**src/hdl/gdfs_pkg.sv**
```systemverilog
// constants, field layouts and types for the gate driver fault and serial check block
package gdfs_pkg;

  // ----------------------------------------
  // serial frame layout
  // ----------------------------------------
  localparam int FRAME_BITS = 24;
  localparam int ADDR_W = 4;
  localparam int DATA_W = 11;
  localparam int CRC_W = 8;
  localparam int ADDR_HI = 23;
  localparam int ADDR_LO = 20;
  localparam int WR_BIT = 19;
  localparam int DATA_HI = 18;
  localparam int DATA_LO = 8;
  localparam int CRC_HI = 7;
  localparam logic [4:0] LAST_BIT = 5'h17;
  localparam logic [CRC_W-1:0] CRC_INIT = 8'hFF;
  localparam logic [CRC_W-1:0] CRC_POLY = 8'h07;

  // ----------------------------------------
  // register addresses
  // ----------------------------------------
  localparam logic [ADDR_W-1:0] ADDR_STAT1 = 4'h0;
  localparam logic [ADDR_W-1:0] ADDR_STAT2 = 4'h1;
  localparam logic [ADDR_W-1:0] ADDR_MASK2 = 4'h2;
  localparam logic [ADDR_W-1:0] ADDR_OC_CFG = 4'h3;
  localparam logic [ADDR_W-1:0] ADDR_SC_CFG = 4'h4;
  localparam logic [ADDR_W-1:0] ADDR_DT_CFG = 4'h5;
  localparam logic [ADDR_W-1:0] ADDR_MODE = 4'h6;
  localparam logic [ADDR_W-1:0] ADDR_GMON = 4'h7;

  // ----------------------------------------
  // status and mask bit positions
  // ----------------------------------------
  localparam int ST1_W = 4;
  localparam int ST1_SC = 0;
  localparam int ST1_OC = 1;
  localparam int ST1_HVOV = 2;
  localparam int ST1_HVREGUV = 3;
  localparam int ST2_W = 5;
  localparam int ST2_DT = 0;
  localparam int ST2_WDOG = 1;
  localparam int ST2_SERR = 2;
  localparam int ST2_REFUV = 3;
  localparam int ST2_GATE = 4;
  localparam int MODE_CFG = 0;

  // ----------------------------------------
  // config fields and reset values
  // ----------------------------------------
  localparam int THR_HI = 3;
  localparam int THR_LO = 0;
  localparam int FLT_HI = 10;
  localparam int FLT_LO = 4;
  localparam logic [DATA_W-1:0] MASK2_RST = 11'h7FF;
  localparam logic [DATA_W-1:0] MODE_RST = 11'h001;
  localparam logic [DATA_W-1:0] OC_CFG_RST = 11'h048;
  localparam logic [DATA_W-1:0] SC_CFG_RST = 11'h028;
  localparam logic [DATA_W-1:0] DT_CFG_RST = 11'h014;
  localparam logic [DATA_W-1:0] GMON_RST = 11'h040;

  // ----------------------------------------
  // timing
  // ----------------------------------------
  localparam int CLK_NS = 25;
  localparam int GAP_NS = 19000;
  localparam int GAP_CYC = (GAP_NS + CLK_NS - 1) / CLK_NS;
  localparam int GAP_W = $clog2(GAP_CYC + 1);

  // startup phase, one-hot
  typedef enum logic [1:0] {
    PH_INIT = 2'h1,
    PH_RUN = 2'h2
  } gdfs_phase_e;

  // crc over the 16 header and data bits, msb first
  function automatic logic [CRC_W-1:0] gdfs_crc8(input logic [15:0] d);
    logic [CRC_W-1:0] c;
    logic fb;
    c = CRC_INIT;
    for (int i = 15; i >= 0; i--) begin
      fb = c[7] ^ d[i];
      c = {c[6:0], 1'b0};
      if (fb) begin
        c = c ^ CRC_POLY;
      end
    end
    return c;
  endfunction

endpackage

```
**src/hdl/gdfs_core.sv**
```systemverilog
// fault supervision, pwm gating and serial frame checking of the gate driver
//
// Behaviour
// - short circuit latches flag, kills pwm, unmaskable
// - short circuit threshold and filter are configurable
// - enforce dead time; violation sets maskable flag
// - overcurrent latches unmaskable flag, pwm stays on
// - overcurrent threshold and filter are configurable
// - die started alone at init sets watchdog flag
// - open bus at init may flag serial error
// - clock count not multiple of 24 flags error
// - bad crc in message flags serial error
// - chip-select gap under 19 us flags error
// - self-test may also clear serial error
// - logic undervoltage freezes the transmit buffer
// - response returns the address it answers
// - hv overvoltage kills pwm and sets flag
// - reference undervoltage flag sticky, reasserts while present
// - hv regulator undervoltage flag sticky until cleared
// - alternate select enforces or bypasses dead time
// - unpowered hv domain freezes its data
// - failsafe input low disables pwm
// - config mode bit disables pwm until cleared
// - gate monitor fault locks pwm, maskable, delayed
`timescale 1ns/100ps
module gdfs_core #(
  parameter int FLT_W = 7,
  parameter int DT_W = 11
) (
  // clock and reset
  input wire logic clk_sys,
  input wire logic rst_n,
  // serial port, chip-select framed
  input wire logic chip_select_n,
  input wire logic spi_sclk,
  input wire logic spi_mosi,
  output logic spi_miso,
  // pwm commands and gated outputs
  input wire logic pwm_high_in,
  input wire logic pwm_low_in,
  input wire logic alternate_pwm_select,
  input wire logic failsafe_enable_n,
  output logic pwm_high_out,
  output logic pwm_low_out,
  // raw detector levels
  input wire logic short_circuit_det,
  input wire logic overcurrent_det,
  input wire logic hv_overvoltage_det,
  input wire logic hv_regulator_uv_det,
  input wire logic reference_uv_det,
  input wire logic gate_voltage_det,
  // supplies and dies
  input wire logic hv_domain_powered,
  input wire logic hv_die_active,
  input wire logic logic_supply_undervoltage,
  input wire logic bist_clear,
  // status and analog thresholds
  output logic [gdfs_pkg::ST1_W-1:0] first_status_reg,
  output logic [gdfs_pkg::ST2_W-1:0] second_status_reg,
  output logic [3:0] short_circuit_threshold,
  output logic [3:0] overcurrent_threshold
);

  // ----------------------------------------
  // declarations
  // ----------------------------------------
  gdfs_pkg::gdfs_phase_e phase; // startup phase
  logic [gdfs_pkg::DATA_W-1:0] second_mask_reg; // maskable flag enables
  logic [gdfs_pkg::DATA_W-1:0] overcurrent_config_reg;
  logic [gdfs_pkg::DATA_W-1:0] short_circuit_config_reg;
  logic [gdfs_pkg::DATA_W-1:0] dead_time_config_reg;
  logic [gdfs_pkg::DATA_W-1:0] mode_reg; // holds config-mode bit
  logic [gdfs_pkg::DATA_W-1:0] gate_monitor_reg; // monitor delay
  logic sclk_d; // previous serial clock
  logic cs_d; // previous chip select
  logic [4:0] bit_cnt; // bit position inside a 24 bit frame
  logic [gdfs_pkg::FRAME_BITS-2:0] rx_shift; // received bits
  logic [gdfs_pkg::FRAME_BITS-1:0] tx_shift; // bits going out
  logic [gdfs_pkg::FRAME_BITS-1:0] tx_buffer; // next response
  logic [gdfs_pkg::GAP_W-1:0] gap_cnt; // cycles chip select high
  logic frame_seen; // a frame has ended since reset
  logic [DT_W-1:0] idle_cnt; // cycles with both outputs off
  logic sc_hit, oc_hit, gate_hit; // filtered detects
  logic sclk_rise, sclk_fall, cs_fall, cs_rise;
  logic frame_done; // 24th bit sampled this cycle
  logic [gdfs_pkg::FRAME_BITS-1:0] rx_word;
  logic crc_ok, wr_ok, cfg_mode;
  logic [gdfs_pkg::ADDR_W-1:0] rx_addr;
  logic [gdfs_pkg::DATA_W-1:0] rx_data, rd_data;
  logic [15:0] tx_head;
  logic len_err, gap_err, init_serr;
  logic [gdfs_pkg::ST1_W-1:0] st1_set, st1_clr;
  logic [gdfs_pkg::ST2_W-1:0] st2_set, st2_clr;
  logic pwm_en, dt_viol, next_high, next_low, dt_ok;

  // ----------------------------------------
  // filters for hv detectors
  // ----------------------------------------
  gdfs_filter #(.W(FLT_W)) u_sc_filt (
    .clk_sys(clk_sys),
    .rst_n(rst_n),
    .level(short_circuit_det),
    .delay(short_circuit_config_reg[gdfs_pkg::FLT_HI:gdfs_pkg::FLT_LO]),
    .hit(sc_hit)
  );
  gdfs_filter #(.W(FLT_W)) u_oc_filt (
    .clk_sys(clk_sys),
    .rst_n(rst_n),
    .level(overcurrent_det),
    .delay(overcurrent_config_reg[gdfs_pkg::FLT_HI:gdfs_pkg::FLT_LO]),
    .hit(oc_hit)
  );
  gdfs_filter #(.W(gdfs_pkg::DATA_W)) u_gate_filt (
    .clk_sys(clk_sys),
    .rst_n(rst_n),
    .level(gate_voltage_det),
    .delay(gate_monitor_reg),
    .hit(gate_hit)
  );

  // ----------------------------------------
  // serial edge and frame decode
  // ----------------------------------------
  assign sclk_rise = spi_sclk & ~sclk_d;
  assign sclk_fall = ~spi_sclk & sclk_d;
  assign cs_fall = cs_d & ~chip_select_n;
  assign cs_rise = ~cs_d & chip_select_n;
  assign frame_done = sclk_rise & ~chip_select_n & (bit_cnt == gdfs_pkg::LAST_BIT);
  assign rx_word = {rx_shift, spi_mosi};
  assign rx_addr = rx_word[gdfs_pkg::ADDR_HI:gdfs_pkg::ADDR_LO];
  assign rx_data = rx_word[gdfs_pkg::DATA_HI:gdfs_pkg::DATA_LO];
  assign crc_ok = gdfs_pkg::gdfs_crc8(rx_word[gdfs_pkg::ADDR_HI:gdfs_pkg::DATA_LO])
                  == rx_word[gdfs_pkg::CRC_HI:0];
  assign wr_ok = frame_done & crc_ok & rx_word[gdfs_pkg::WR_BIT];
  assign cfg_mode = mode_reg[gdfs_pkg::MODE_CFG];
  assign len_err = cs_rise & (bit_cnt != 5'h00);
  assign gap_err = cs_fall & frame_seen & (gap_cnt < gdfs_pkg::GAP_W'(gdfs_pkg::GAP_CYC));
  assign init_serr = (phase == gdfs_pkg::PH_INIT) & ~chip_select_n;

  // edge history
  always_ff @(posedge clk_sys) begin
    if (!rst_n) begin
      sclk_d <= 1'b0;
      cs_d <= 1'b1;
    end else begin
      sclk_d <= spi_sclk;
      cs_d <= chip_select_n;
    end
  end

  // receive shifter and bit counter, restart on each select
  always_ff @(posedge clk_sys) begin
    if (!rst_n) begin
      bit_cnt <= 5'h00;
      rx_shift <= '0;
    end else if (cs_fall) begin
      bit_cnt <= 5'h00;
    end else if (sclk_rise & ~chip_select_n) begin
      rx_shift <= rx_word[gdfs_pkg::FRAME_BITS-2:0];
      bit_cnt <= frame_done ? 5'h00 : bit_cnt + 5'h01;
    end
  end

  // inter-frame gap counter, saturating
  always_ff @(posedge clk_sys) begin
    if (!rst_n) begin
      gap_cnt <= '0;
      frame_seen <= 1'b0;
    end else begin
      if (!chip_select_n) begin
        gap_cnt <= '0;
      end else if (gap_cnt < gdfs_pkg::GAP_W'(gdfs_pkg::GAP_CYC)) begin
        gap_cnt <= gap_cnt + 1'b1;
      end
      if (cs_rise) begin
        frame_seen <= 1'b1;
      end
    end
  end

  // ----------------------------------------
  // response path
  // ----------------------------------------
  // read mux for the response data field
  always_comb begin
    case (rx_addr)
      gdfs_pkg::ADDR_STAT1: rd_data = gdfs_pkg::DATA_W'(first_status_reg);
      gdfs_pkg::ADDR_STAT2: rd_data = gdfs_pkg::DATA_W'(second_status_reg);
      gdfs_pkg::ADDR_MASK2: rd_data = second_mask_reg;
      gdfs_pkg::ADDR_OC_CFG: rd_data = overcurrent_config_reg;
      gdfs_pkg::ADDR_SC_CFG: rd_data = short_circuit_config_reg;
      gdfs_pkg::ADDR_DT_CFG: rd_data = dead_time_config_reg;
      gdfs_pkg::ADDR_MODE: rd_data = mode_reg;
      gdfs_pkg::ADDR_GMON: rd_data = gate_monitor_reg;
      default: rd_data = '0;
    endcase
  end
  assign tx_head = {rx_addr, 1'b0, rd_data};

  // response buffer, frozen under logic supply undervoltage
  always_ff @(posedge clk_sys) begin
    if (!rst_n) begin
      tx_buffer <= '0;
    end else if (frame_done & crc_ok & ~logic_supply_undervoltage) begin
      tx_buffer <= {tx_head, gdfs_pkg::gdfs_crc8(tx_head)};
    end
  end

  // transmit shifter, loaded at select only, shifted out on falling sclk
  always_ff @(posedge clk_sys) begin
    if (!rst_n) begin
      tx_shift <= '0;
      spi_miso <= 1'b0;
    end else begin
      if (cs_fall) begin
        tx_shift <= tx_buffer;
      end else if (sclk_fall & ~chip_select_n) begin
        tx_shift <= {tx_shift[gdfs_pkg::FRAME_BITS-2:0], 1'b0};
      end
      spi_miso <= tx_shift[gdfs_pkg::FRAME_BITS-1];
    end
  end

  // ----------------------------------------
  // configuration registers
  // ----------------------------------------
  // mode always writable; others only in config mode
  always_ff @(posedge clk_sys) begin
    if (!rst_n) begin
      mode_reg <= gdfs_pkg::MODE_RST;
      second_mask_reg <= gdfs_pkg::MASK2_RST;
      overcurrent_config_reg <= gdfs_pkg::OC_CFG_RST;
      short_circuit_config_reg <= gdfs_pkg::SC_CFG_RST;
      dead_time_config_reg <= gdfs_pkg::DT_CFG_RST;
      gate_monitor_reg <= gdfs_pkg::GMON_RST;
    end else if (wr_ok) begin
      if (rx_addr == gdfs_pkg::ADDR_MODE) begin
        mode_reg <= rx_data;
      end else if (cfg_mode) begin
        case (rx_addr)
          gdfs_pkg::ADDR_MASK2: second_mask_reg <= rx_data;
          gdfs_pkg::ADDR_OC_CFG: overcurrent_config_reg <= rx_data;
          gdfs_pkg::ADDR_SC_CFG: short_circuit_config_reg <= rx_data;
          gdfs_pkg::ADDR_DT_CFG: dead_time_config_reg <= rx_data;
          gdfs_pkg::ADDR_GMON: gate_monitor_reg <= rx_data;
          default: ;
        endcase
      end
    end
  end

  // threshold fields out to the comparators
  always_ff @(posedge clk_sys) begin
    if (!rst_n) begin
      short_circuit_threshold <= 4'h0;
      overcurrent_threshold <= 4'h0;
    end else begin
      short_circuit_threshold <= short_circuit_config_reg[gdfs_pkg::THR_HI:gdfs_pkg::THR_LO];
      overcurrent_threshold <= overcurrent_config_reg[gdfs_pkg::THR_HI:gdfs_pkg::THR_LO];
    end
  end

  // ----------------------------------------
  // startup phase
  // ----------------------------------------
  // run once the hv die is up and select is high
  always_ff @(posedge clk_sys) begin
    if (!rst_n) begin
      phase <= gdfs_pkg::PH_INIT;
    end else begin
      case (phase)
        gdfs_pkg::PH_INIT: begin
          if (hv_die_active & chip_select_n) begin
            phase <= gdfs_pkg::PH_RUN;
          end
        end
        gdfs_pkg::PH_RUN: phase <= gdfs_pkg::PH_RUN;
        default: phase <= gdfs_pkg::PH_INIT;
      endcase
    end
  end

  // ----------------------------------------
  // status flags, set wins over clear
  // ----------------------------------------
  always_comb begin
    st1_set = '0;
    st2_set = '0;
    st1_set[gdfs_pkg::ST1_SC] = hv_domain_powered & sc_hit;
    st1_set[gdfs_pkg::ST1_OC] = hv_domain_powered & oc_hit;
    st1_set[gdfs_pkg::ST1_HVOV] = hv_domain_powered & hv_overvoltage_det;
    st1_set[gdfs_pkg::ST1_HVREGUV] = hv_domain_powered & hv_regulator_uv_det;
    st2_set[gdfs_pkg::ST2_DT] = dt_viol & second_mask_reg[gdfs_pkg::ST2_DT];
    st2_set[gdfs_pkg::ST2_WDOG] = (phase == gdfs_pkg::PH_INIT) & ~hv_die_active;
    st2_set[gdfs_pkg::ST2_SERR] = len_err | gap_err | init_serr | (frame_done & ~crc_ok);
    st2_set[gdfs_pkg::ST2_REFUV] = hv_domain_powered & reference_uv_det;
    st2_set[gdfs_pkg::ST2_GATE] = hv_domain_powered & gate_hit & second_mask_reg[gdfs_pkg::ST2_GATE];
    st1_clr = (wr_ok && rx_addr == gdfs_pkg::ADDR_STAT1) ? rx_data[gdfs_pkg::ST1_W-1:0] : '0;
    st2_clr = (wr_ok && rx_addr == gdfs_pkg::ADDR_STAT2) ? rx_data[gdfs_pkg::ST2_W-1:0] : '0;
    st2_clr[gdfs_pkg::ST2_SERR] = st2_clr[gdfs_pkg::ST2_SERR] | bist_clear;
  end

  // sticky flags held until a write-one clear; serial error also cleared by bist_clear
  always_ff @(posedge clk_sys) begin
    if (!rst_n) begin
      first_status_reg <= '0;
      second_status_reg <= '0;
    end else begin
      first_status_reg <= (first_status_reg & ~st1_clr) | st1_set;
      second_status_reg <= (second_status_reg & ~st2_clr) | st2_set;
    end
  end

  // ----------------------------------------
  // pwm path with dead time
  // ----------------------------------------
  assign pwm_en = ~first_status_reg[gdfs_pkg::ST1_SC]
                  & ~hv_overvoltage_det & ~first_status_reg[gdfs_pkg::ST1_HVOV]
                  & failsafe_enable_n
                  & ~cfg_mode
                  & ~second_status_reg[gdfs_pkg::ST2_GATE];
  assign dt_ok = idle_cnt >= DT_W'(dead_time_config_reg);
  // both on, or one turning on before the dead time ran out
  assign dt_viol = ~alternate_pwm_select & ((pwm_high_in & pwm_low_in)
                   | (pwm_high_in & ~pwm_high_out & ~dt_ok)
                   | (pwm_low_in & ~pwm_low_out & ~dt_ok));

  // bypass passes commands straight; otherwise hold off overlap
  always_comb begin
    if (alternate_pwm_select) begin
      next_high = pwm_en & pwm_high_in;
      next_low = pwm_en & pwm_low_in;
    end else begin
      next_high = pwm_en & pwm_high_in & ~pwm_low_in & (pwm_high_out | dt_ok);
      next_low = pwm_en & pwm_low_in & ~pwm_high_in & (pwm_low_out | dt_ok);
    end
  end

  // gated outputs and dead time counter
  always_ff @(posedge clk_sys) begin
    if (!rst_n) begin
      pwm_high_out <= 1'b0;
      pwm_low_out <= 1'b0;
      idle_cnt <= '1;
    end else begin
      pwm_high_out <= next_high;
      pwm_low_out <= next_low;
      if (pwm_high_out | pwm_low_out) begin
        idle_cnt <= '0;
      end else if (idle_cnt != {DT_W{1'b1}}) begin
        idle_cnt <= idle_cnt + 1'b1;
      end
    end
  end
endmodule

```
**src/hdl/gdfs_filter.sv**
```systemverilog
// level filter: reports a detect once it has held for a programmed count
`timescale 1ns/100ps
module gdfs_filter #(
  parameter int W = 7
) (
  // clock and reset
  input wire logic clk_sys,
  input wire logic rst_n,
  // raw level and programmed count
  input wire logic level,
  input wire logic [W-1:0] delay,
  // filtered result
  output logic hit
);

  logic [W-1:0] cnt; // cycles the level has held

  // count while the level holds, restart when it drops
  always_ff @(posedge clk_sys) begin
    if (!rst_n) begin
      cnt <= '0;
      hit <= 1'b0;
    end else if (!level) begin
      cnt <= '0;
      hit <= 1'b0;
    end else begin
      if (cnt != {W{1'b1}}) begin
        cnt <= cnt + 1'b1;
      end
      hit <= (cnt >= delay);
    end
  end

endmodule

```
**config.mk**
```make
export PLATFORM = sky130hd
export DESIGN_NAME = gdfs_core
export DESIGN_NICKNAME = d
export VERILOG_FILES = /design/src/hdl/gdfs_pkg.sv /design/src/hdl/gdfs_core.sv /design/src/hdl/gdfs_filter.sv
export SDC_FILE = /design/constraint.sdc
export NUM_CORES = 1
export LEC_CHECK = 0
export BUFFER_PORTS_ARGS = -buffer_cell sky130_fd_sc_hd__buf_4
export CAP_MARGIN = 15
export CORE_ASPECT_RATIO = 0.5
export CORE_MARGIN = 2
export CORE_UTILIZATION = 52
export DETAILED_ROUTE_END_ITERATION = 6
export HOLD_SLACK_MARGIN = 0.15
export PLACE_DENSITY = 0.79
export RECOVER_POWER = 25
export SLEW_MARGIN = 10
export SYNTH_ARGS = -nofsm -noshare
export SYNTH_HDL_FRONTEND = slang
export SYNTH_SLANG_ARGS = --single-unit
```
**constraint.sdc**
```tcl
create_clock -name clk_sys -period 6.8 [get_ports clk_sys]
set_input_delay 1.36 -clock clk_sys [delete_from_list [all_inputs] [get_ports clk_sys]]
set_output_delay 1.36 -clock clk_sys [all_outputs]
set_load 0.02 [all_outputs]
```
==> impl_metrics.env, run 1 <==
export IMPL_yosysSeqAreaShare_pct=40.8
export IMPL_hp_class="reg2reg"
export IMPL_syn_area_sq_mm=0.0106
export IMPL_synth_top_area_cell="dfxtp_1"
export IMPL_numCtsBuffers=20
export IMPL_die_w_um=205
export IMPL_gr_usage_all_layers_pct=24.0
export IMPL_finalPower_w=0.00280
export IMPL_synth_edf_count=0
export IMPL_cts_htree_levels=1
export IMPL_start_kind="input pin"
export IMPL_grt_setup_unrepaired="no"
export IMPL_r2r_end="second_mask_reg[5]"
export IMPL_fin_util_pct=58.8
export IMPL_reg2reg_slack_ps=2300
export IMPL_syn_inst=1196
export IMPL_cts_clk_slew_worst_paths_ps=60
export IMPL_drtIter0Drc=759
export IMPL_async_flop_share_pct=0
export IMPL_crit_path_end="second_status_reg[3]"
export IMPL_overflow=0
export IMPL_setup_worst_path_end_class="flop"
export IMPL_yosysMostFrequentCell="dfxtp_1"
export IMPL_ir_drop_mv=0.136
export IMPL_core_sq_mm=0.0197
export IMPL_rr_startpoint="rx_shift[22]"
export IMPL_slew_headroom_pct=-69.0
export IMPL_synth_top_area_share_pct=40.8
export IMPL_post_cts_buffers=0
export IMPL_wl_um=25600
export IMPL_synthFlopType="dfxtp_1"
export IMPL_cap_violations=1
export IMPL_viasPerCell=5.77
export IMPL_die_area_sq_mm=0.0215
export IMPL_violations="max-capacitance violations, max-slew violations"
export IMPL_grt_pass1_wl_um=42000
export IMPL_start_util_pct=53.6
export IMPL_crit_slowest_cell="clkbuf_1"
export IMPL_hpwl_um=17700
export IMPL_route_detailed_drc=0
export IMPL_num_vias=8465
export IMPL_ioPinCount=39
export IMPL_critical_path_max_stage_delay_ps=1770
export IMPL_fmax_ghz=0.195
export IMPL_fin_crit_sh_pct=75.5
export IMPL_antenna_found_initial=0
export IMPL_synth_area_leaders="dfxtp_1 41%, mux2i_1 9.1%, ha_1 6.0%, nor2_1 5.0%, nand2_1 4.9%"
export IMPL_synth_avg_cell_area_sq_um=8.82
export IMPL_synthesis_nets=1266
export IMPL_period_minus_slack_ps=5130
export IMPL_chipHeight_um=105
export IMPL_drive_gt1_share_pct=7.82
export IMPL_worst_r2r_cell_count=12
export IMPL_critPathArrivalTime_ps=5520
export IMPL_clock_latency_ps=500
export IMPL_rows=36
export IMPL_cp_required_ps=7190
export IMPL_regMostFlops="tx_shift"
export IMPL_yosysWarnings=0
export IMPL_ys_ff_latch=215
export IMPL_numPortBuffers=38
export IMPL_yosysUniqueCellTypes=61
export IMPL_area_delta_synth_final_pct=9.63
export IMPL_cts_root_buffer="clkbuf_16"
export IMPL_finalHoldViolCount=0
export IMPL_postRouteAntennaNets=0
export IMPL_clk_path_buf_depth=3
export IMPL_routabilityCongestion=0.914
export IMPL_power_density_mw_per_mm2=242
export IMPL_cts_tree="yes"
export IMPL_skew_ps=13.0
export IMPL_slew_viol_final=53
export IMPL_fin_area_sq_mm=0.0116
export IMPL_cts_resized=0
export IMPL_path_depth=4
export IMPL_timing_setup_tns_ps=0
export IMPL_critPathMaxFanout=87
export IMPL_outcome="complete, but fails checks"
export IMPL_place_area_sq_mm=0.0109
export IMPL_top_regs="tx_shift: 24 flops, rx_shift: 23 flops, tx_buffer: 23 flops"
export IMPL_grt_pass1_vias=8167
export IMPL_leakagePower_nw=4.61
export IMPL_setup_viol=0
export IMPL_nets=1261
export IMPL_clock_sinks=215
export IMPL_tightest_slew_ps=2530
export IMPL_critical_path_top_delay_family="buffers and inverters"
export IMPL_holdBufCountCts=0
export IMPL_wl_per_cell_um=17.4
export IMPL_path_class="in2reg"
export IMPL_dr_pass1_iters=6
export IMPL_synth_commonest_cells="215 x dfxtp_1, 141 x nor2_1, 139 x nand2_1"
export IMPL_startpoint="rst_n"
export IMPL_n_antenna_cell=0
export IMPL_path_cells="clkbuf_1 -> clkinv_2 -> buf_4 -> a311oi_1"
export IMPL_cp_num_buf_inv=3
export IMPL_largest_reg_flops=24
export IMPL_grt_max_degree=88
worst min-delay path, stage by stage (launching register included):
cell and delay, ps:
dfxtp_1 310, nand2_1 50, a21oi_1 50
worst min-delay path by stage:
stage	from	endpoint	slack, ps	cells after the start
2_1_floorplan	tx_shift[23]	spi_miso	430	1
3_3_place_gp	tx_buffer[16]	tx_buffer[16]	440	2
3_5_place_dp	tx_buffer[10]	tx_buffer[10]	450	2
4_1_cts	tx_buffer[6]	tx_buffer[6]	460	2
5_1_grt	tx_buffer[6]	tx_buffer[6]	470	2
6_report	tx_buffer[6]	tx_buffer[6]	460	2
cells by family (layout without fill, tap and decap cells):
family	Yosys count	after routing	share of synthesized area, %
compound gates	214	214	13.2
buf+inv	124	130	4.92
flops	215	215	40.8
fa+ha+maj	51	51	6.05
simple gates	405	405	17.3
mux	96	96	9.11
xor+xnor	91	91	8.68
per-stage QoR:
stage / setup slack [ps] / cells / hold WS (ps)
4_1_cts: 2470 / 1468 / 457
2_1_floorplan: 3330 / 1196 / 429
3_3_place_gp: 2790 / 1434 / 441
3_5_place_dp: 2520 / 1435 / 448
5_1_grt: 1350 / 1468 / 469
6_report: 1670 / 1468 / 457
layer usage:
metal	track usage, %	wire length (um)
met5	0	0
met1	32.4	11500
met2	39.1	11400
met4	7.14	781
met3	4.49	1930
placed cells by master, fill, tap and decap left out, drive strengths merged, types with 5 or more instances in the layout:
| cell type | Yosys | final |
|---|---|---|
| nor2 | 141 | 141 |
| nand3 | 30 | 30 |
| and3 | 10 | 10 |
| and2 | 17 | 17 |
| o22ai | 6 | 6 |
| nand2b | 9 | 9 |
| ha | 51 | 51 |
| clkinv | 0 | 5 |
| nand2 | 140 | 140 |
| nor2b | 5 | 5 |
| a311oi | 5 | 5 |
| nand4 | 20 | 20 |
| clkbuf | 48 | 28 |
| a21oi | 75 | 75 |
| a22o | 9 | 9 |
| a211oi | 33 | 33 |
| xnor2 | 51 | 51 |
| nor3 | 11 | 11 |
| xor2 | 33 | 33 |
| inv | 50 | 49 |
| o21ai | 32 | 32 |
| buf | 26 | 46 |
| xnor3 | 7 | 7 |
| o21a | 5 | 5 |
| dfxtp | 215 | 215 |
| a21o | 6 | 6 |
| a32o | 6 | 6 |
| a22oi | 13 | 13 |
| mux2i | 96 | 96 |
power by group:
group          internal (W)  switching (W)  total [W]
Combinational      0.000140       0.000175   0.000315
Sequential          0.00131      0.0000530    0.00136
Clock              0.000642       0.000480    0.00112
area by class of cell:
type / instances / area [sq um]
fillers: 1657 / 8120
multi-input cells: 857 / 5740
flip-flops and latches: 215 / 4300
clock buffers: 27 / 588
repair buffers: 47 / 353
well taps: 266 / 333
inverters: 50 / 189
clock inverters: 6 / 57.6
(Power assumes the default switching activity.)
==> inputs of run 2 (changes only) <==
--- a/config.mk
+++ b/config.mk
@@ -12,7 +12,7 @@
 export CORE_UTILIZATION = 52
 export DETAILED_ROUTE_END_ITERATION = 6
 export HOLD_SLACK_MARGIN = 0.15
-export PLACE_DENSITY = 0.79
+export PLACE_DENSITY = 0.81
 export RECOVER_POWER = 25
 export SLEW_MARGIN = 10
 export SYNTH_ARGS = -nofsm -noshare
==> constraint.sdc (replaced) <==
create_clock -name clk_sys -period 4.57 [get_ports clk_sys]
set_input_delay 0.914 -clock clk_sys [delete_from_list [all_inputs] [get_ports clk_sys]]
set_output_delay 0.914 -clock clk_sys [all_outputs]
set_load 0.02 [all_outputs]
==> impl_metrics.env, run 2 (synthesized netlist as in run 1, its figures left out) <==
export IMPL_regArea_sq_mm=0.00430
export IMPL_outcome="complete, but fails checks"
export IMPL_grt_pass1_wl_um=41900
export IMPL_setup_viol=0
export IMPL_start_util_pct=53.6
export IMPL_clock_latency_ps=500
export IMPL_holdBufCountCts=0
export IMPL_cts_tree="yes"
export IMPL_die_area_sq_mm=0.0215
export IMPL_nets=1271
export IMPL_die_w_um=205
export IMPL_critPathArrivalTime_ps=4310
export IMPL_period_minus_slack_ps=3930
export IMPL_route_detailed_drc=0
export IMPL_clk_path_buf_depth=3
export IMPL_ir_drop_mv=0.217
export IMPL_tightest_slew_ps=1580
export IMPL_critical_path_max_stage_delay_ps=690
export IMPL_slew_viol_final=34
export IMPL_power_density_mw_per_mm2=354
export IMPL_cap_violations=1
export IMPL_slew_headroom_pct=-5.47
export IMPL_num_fill_cells=1626
export IMPL_reg2reg_slack_ps=640
export IMPL_core_sq_mm=0.0197
export IMPL_start_kind="flop"
export IMPL_grt_busiest_layer="met2"
export IMPL_cts_root_buffer="clkbuf_16"
export IMPL_grt_pass1_vias=8294
export IMPL_fin_crit_sh_pct=85.9
export IMPL_viasPerCell=5.80
export IMPL_cts_clk_slew_worst_paths_ps=70
export IMPL_antenna_found_initial=1
export IMPL_rows=36
export IMPL_gr_usage_all_layers_pct=23.9
export IMPL_hp_class="reg2reg"
export IMPL_finalHoldViolCount=0
export IMPL_timing_setup_tns_ps=0
export IMPL_clock_sinks=215
export IMPL_violations="max-capacitance violations, max-slew violations"
export IMPL_top_regs="tx_shift: 24 flops, rx_shift: 23 flops, tx_buffer: 23 flops"
export IMPL_regMostFlops="tx_shift"
export IMPL_post_cts_buffers=0
export IMPL_grt_max_degree=78
export IMPL_leakagePower_nw=4.61
export IMPL_numCtsBuffers=20
export IMPL_fmax_ghz=0.255
export IMPL_cp_required_ps=4950
export IMPL_path_cells="inv_1 -> ha_1 -> xnor3_1 -> xor2_2 -> xnor2_1 -> xor2_1 -> mux2i_1 -> nand2_2 -> nor3_1 -> a21boi_0 -> o21a_1"
export IMPL_n_antenna_cell=0
export IMPL_postRouteAntennaNets=0
export IMPL_fin_util_pct=58.8
export IMPL_largest_reg_flops=24
export IMPL_drive_gt1_share_pct=7.65
export IMPL_grt_setup_unrepaired="no"
export IMPL_critPathMaxFanout=8
export IMPL_routabilityCongestion=0.948
export IMPL_skew_ps=14.5
export IMPL_grt_use_met1_pct=31.9
export IMPL_path_class="reg2reg"
export IMPL_wl_per_cell_um=17.4
export IMPL_use_met3_pct=5.08
export IMPL_finalWorstSetupSlack_ps=645
export IMPL_overflow=0
export IMPL_area_delta_synth_final_pct=9.76
export IMPL_fin_area_sq_mm=0.0116
export IMPL_drtIter0Drc=720
export IMPL_dr_pass1_iters=6
export IMPL_ioPinCount=39
export IMPL_num_vias=8584
export IMPL_numPortBuffers=38
export IMPL_final_common_cell="dfxtp_1"
export IMPL_cts_resized=0
export IMPL_crit_slowest_cell="nor3_1"
export IMPL_hpwl_um=17800
export IMPL_multi_input_area_sq_mm=0.00574
export IMPL_most_common_layout_cells="215 x dfxtp_1, 141 x nor2_1, 139 x nand2_1, 96 x mux2i_1, 75 x a21oi_1"
export IMPL_wl_um=25700
export IMPL_use_met2_pct=39.1
export IMPL_dp_slack_ps=790
export IMPL_cts_htree_levels=1
export IMPL_chipHeight_um=105
export IMPL_setup_worst_path_end_class="flop"
export IMPL_place_area_sq_mm=0.0110
## run 2: cell types whose count changed in the layout (fill, tap and decap cells not counted), sizes merged
cell      before  now
clkinv         5    6
clkbuf        28   41
clkinvlp       1    0
bufinv         1    0
buf           46   47
## run 2: layout make-up
cell class              count  share of cell area [%]
multi-input cells         857                    49.6
clock inverters             5                   0.249
flip-flops and latches    215                    37.2
repair buffers             57                    3.37
clock buffers              31                    5.12
well taps                 266                    2.87
inverters                  50                    1.63
## run 2: worst paths after layout
check                                    from                   end  depth (start not counted)
worst max register to register   rx_shift[22]  second_status_reg[0]                         11
worst max-delay path             rx_shift[22]  second_status_reg[0]                         11
worst min-delay path            tx_buffer[21]         tx_buffer[21]                          2
worst min register to register  tx_buffer[21]         tx_buffer[21]                          2
## run 2: where the power goes
part	total (W)	switching, W	internal [W]
Sequential	0.00203	0.0000789	0.00195
Clock	0.00160	0.000707	0.000897
Combinational	0.000468	0.000260	0.000208
Total	0.00410	0.00105	0.00305
## run 2: stage by stage
step                      cells  hold WS, ps  total power, W
final                      1481          455         0.00410
after global routing       1481          469         0.00427
after CTS                  1481          459         0.00411
after detailed placement   1445          450         0.00253
after global placement     1445          444         0.00250
after floorplan            1196          429         0.00240
## run 2: layer usage
| metal | part of all wire (%) | up-vias |
|---|---|---|
| met5 | 0.043 | - |
| met4 | 2.9 | 2 |
| met3 | 7.4 | 60 |
| met2 | 45 | 296 |
| met1 | 45 | 4097 |
| li1 | - | 4129 |
## run 2: critical path, delay by kind of cell, from the launching register on
family	cells	cell delay, ps
adder cells (fa/ha/maj)	1	440
multiplexers	1	430
AND/OR/NAND/NOR	2	930
AO/OA/AOI/OAI	2	400
flip-flops	1	480
XOR/XNOR	4	980
buffers and inverters	1	130
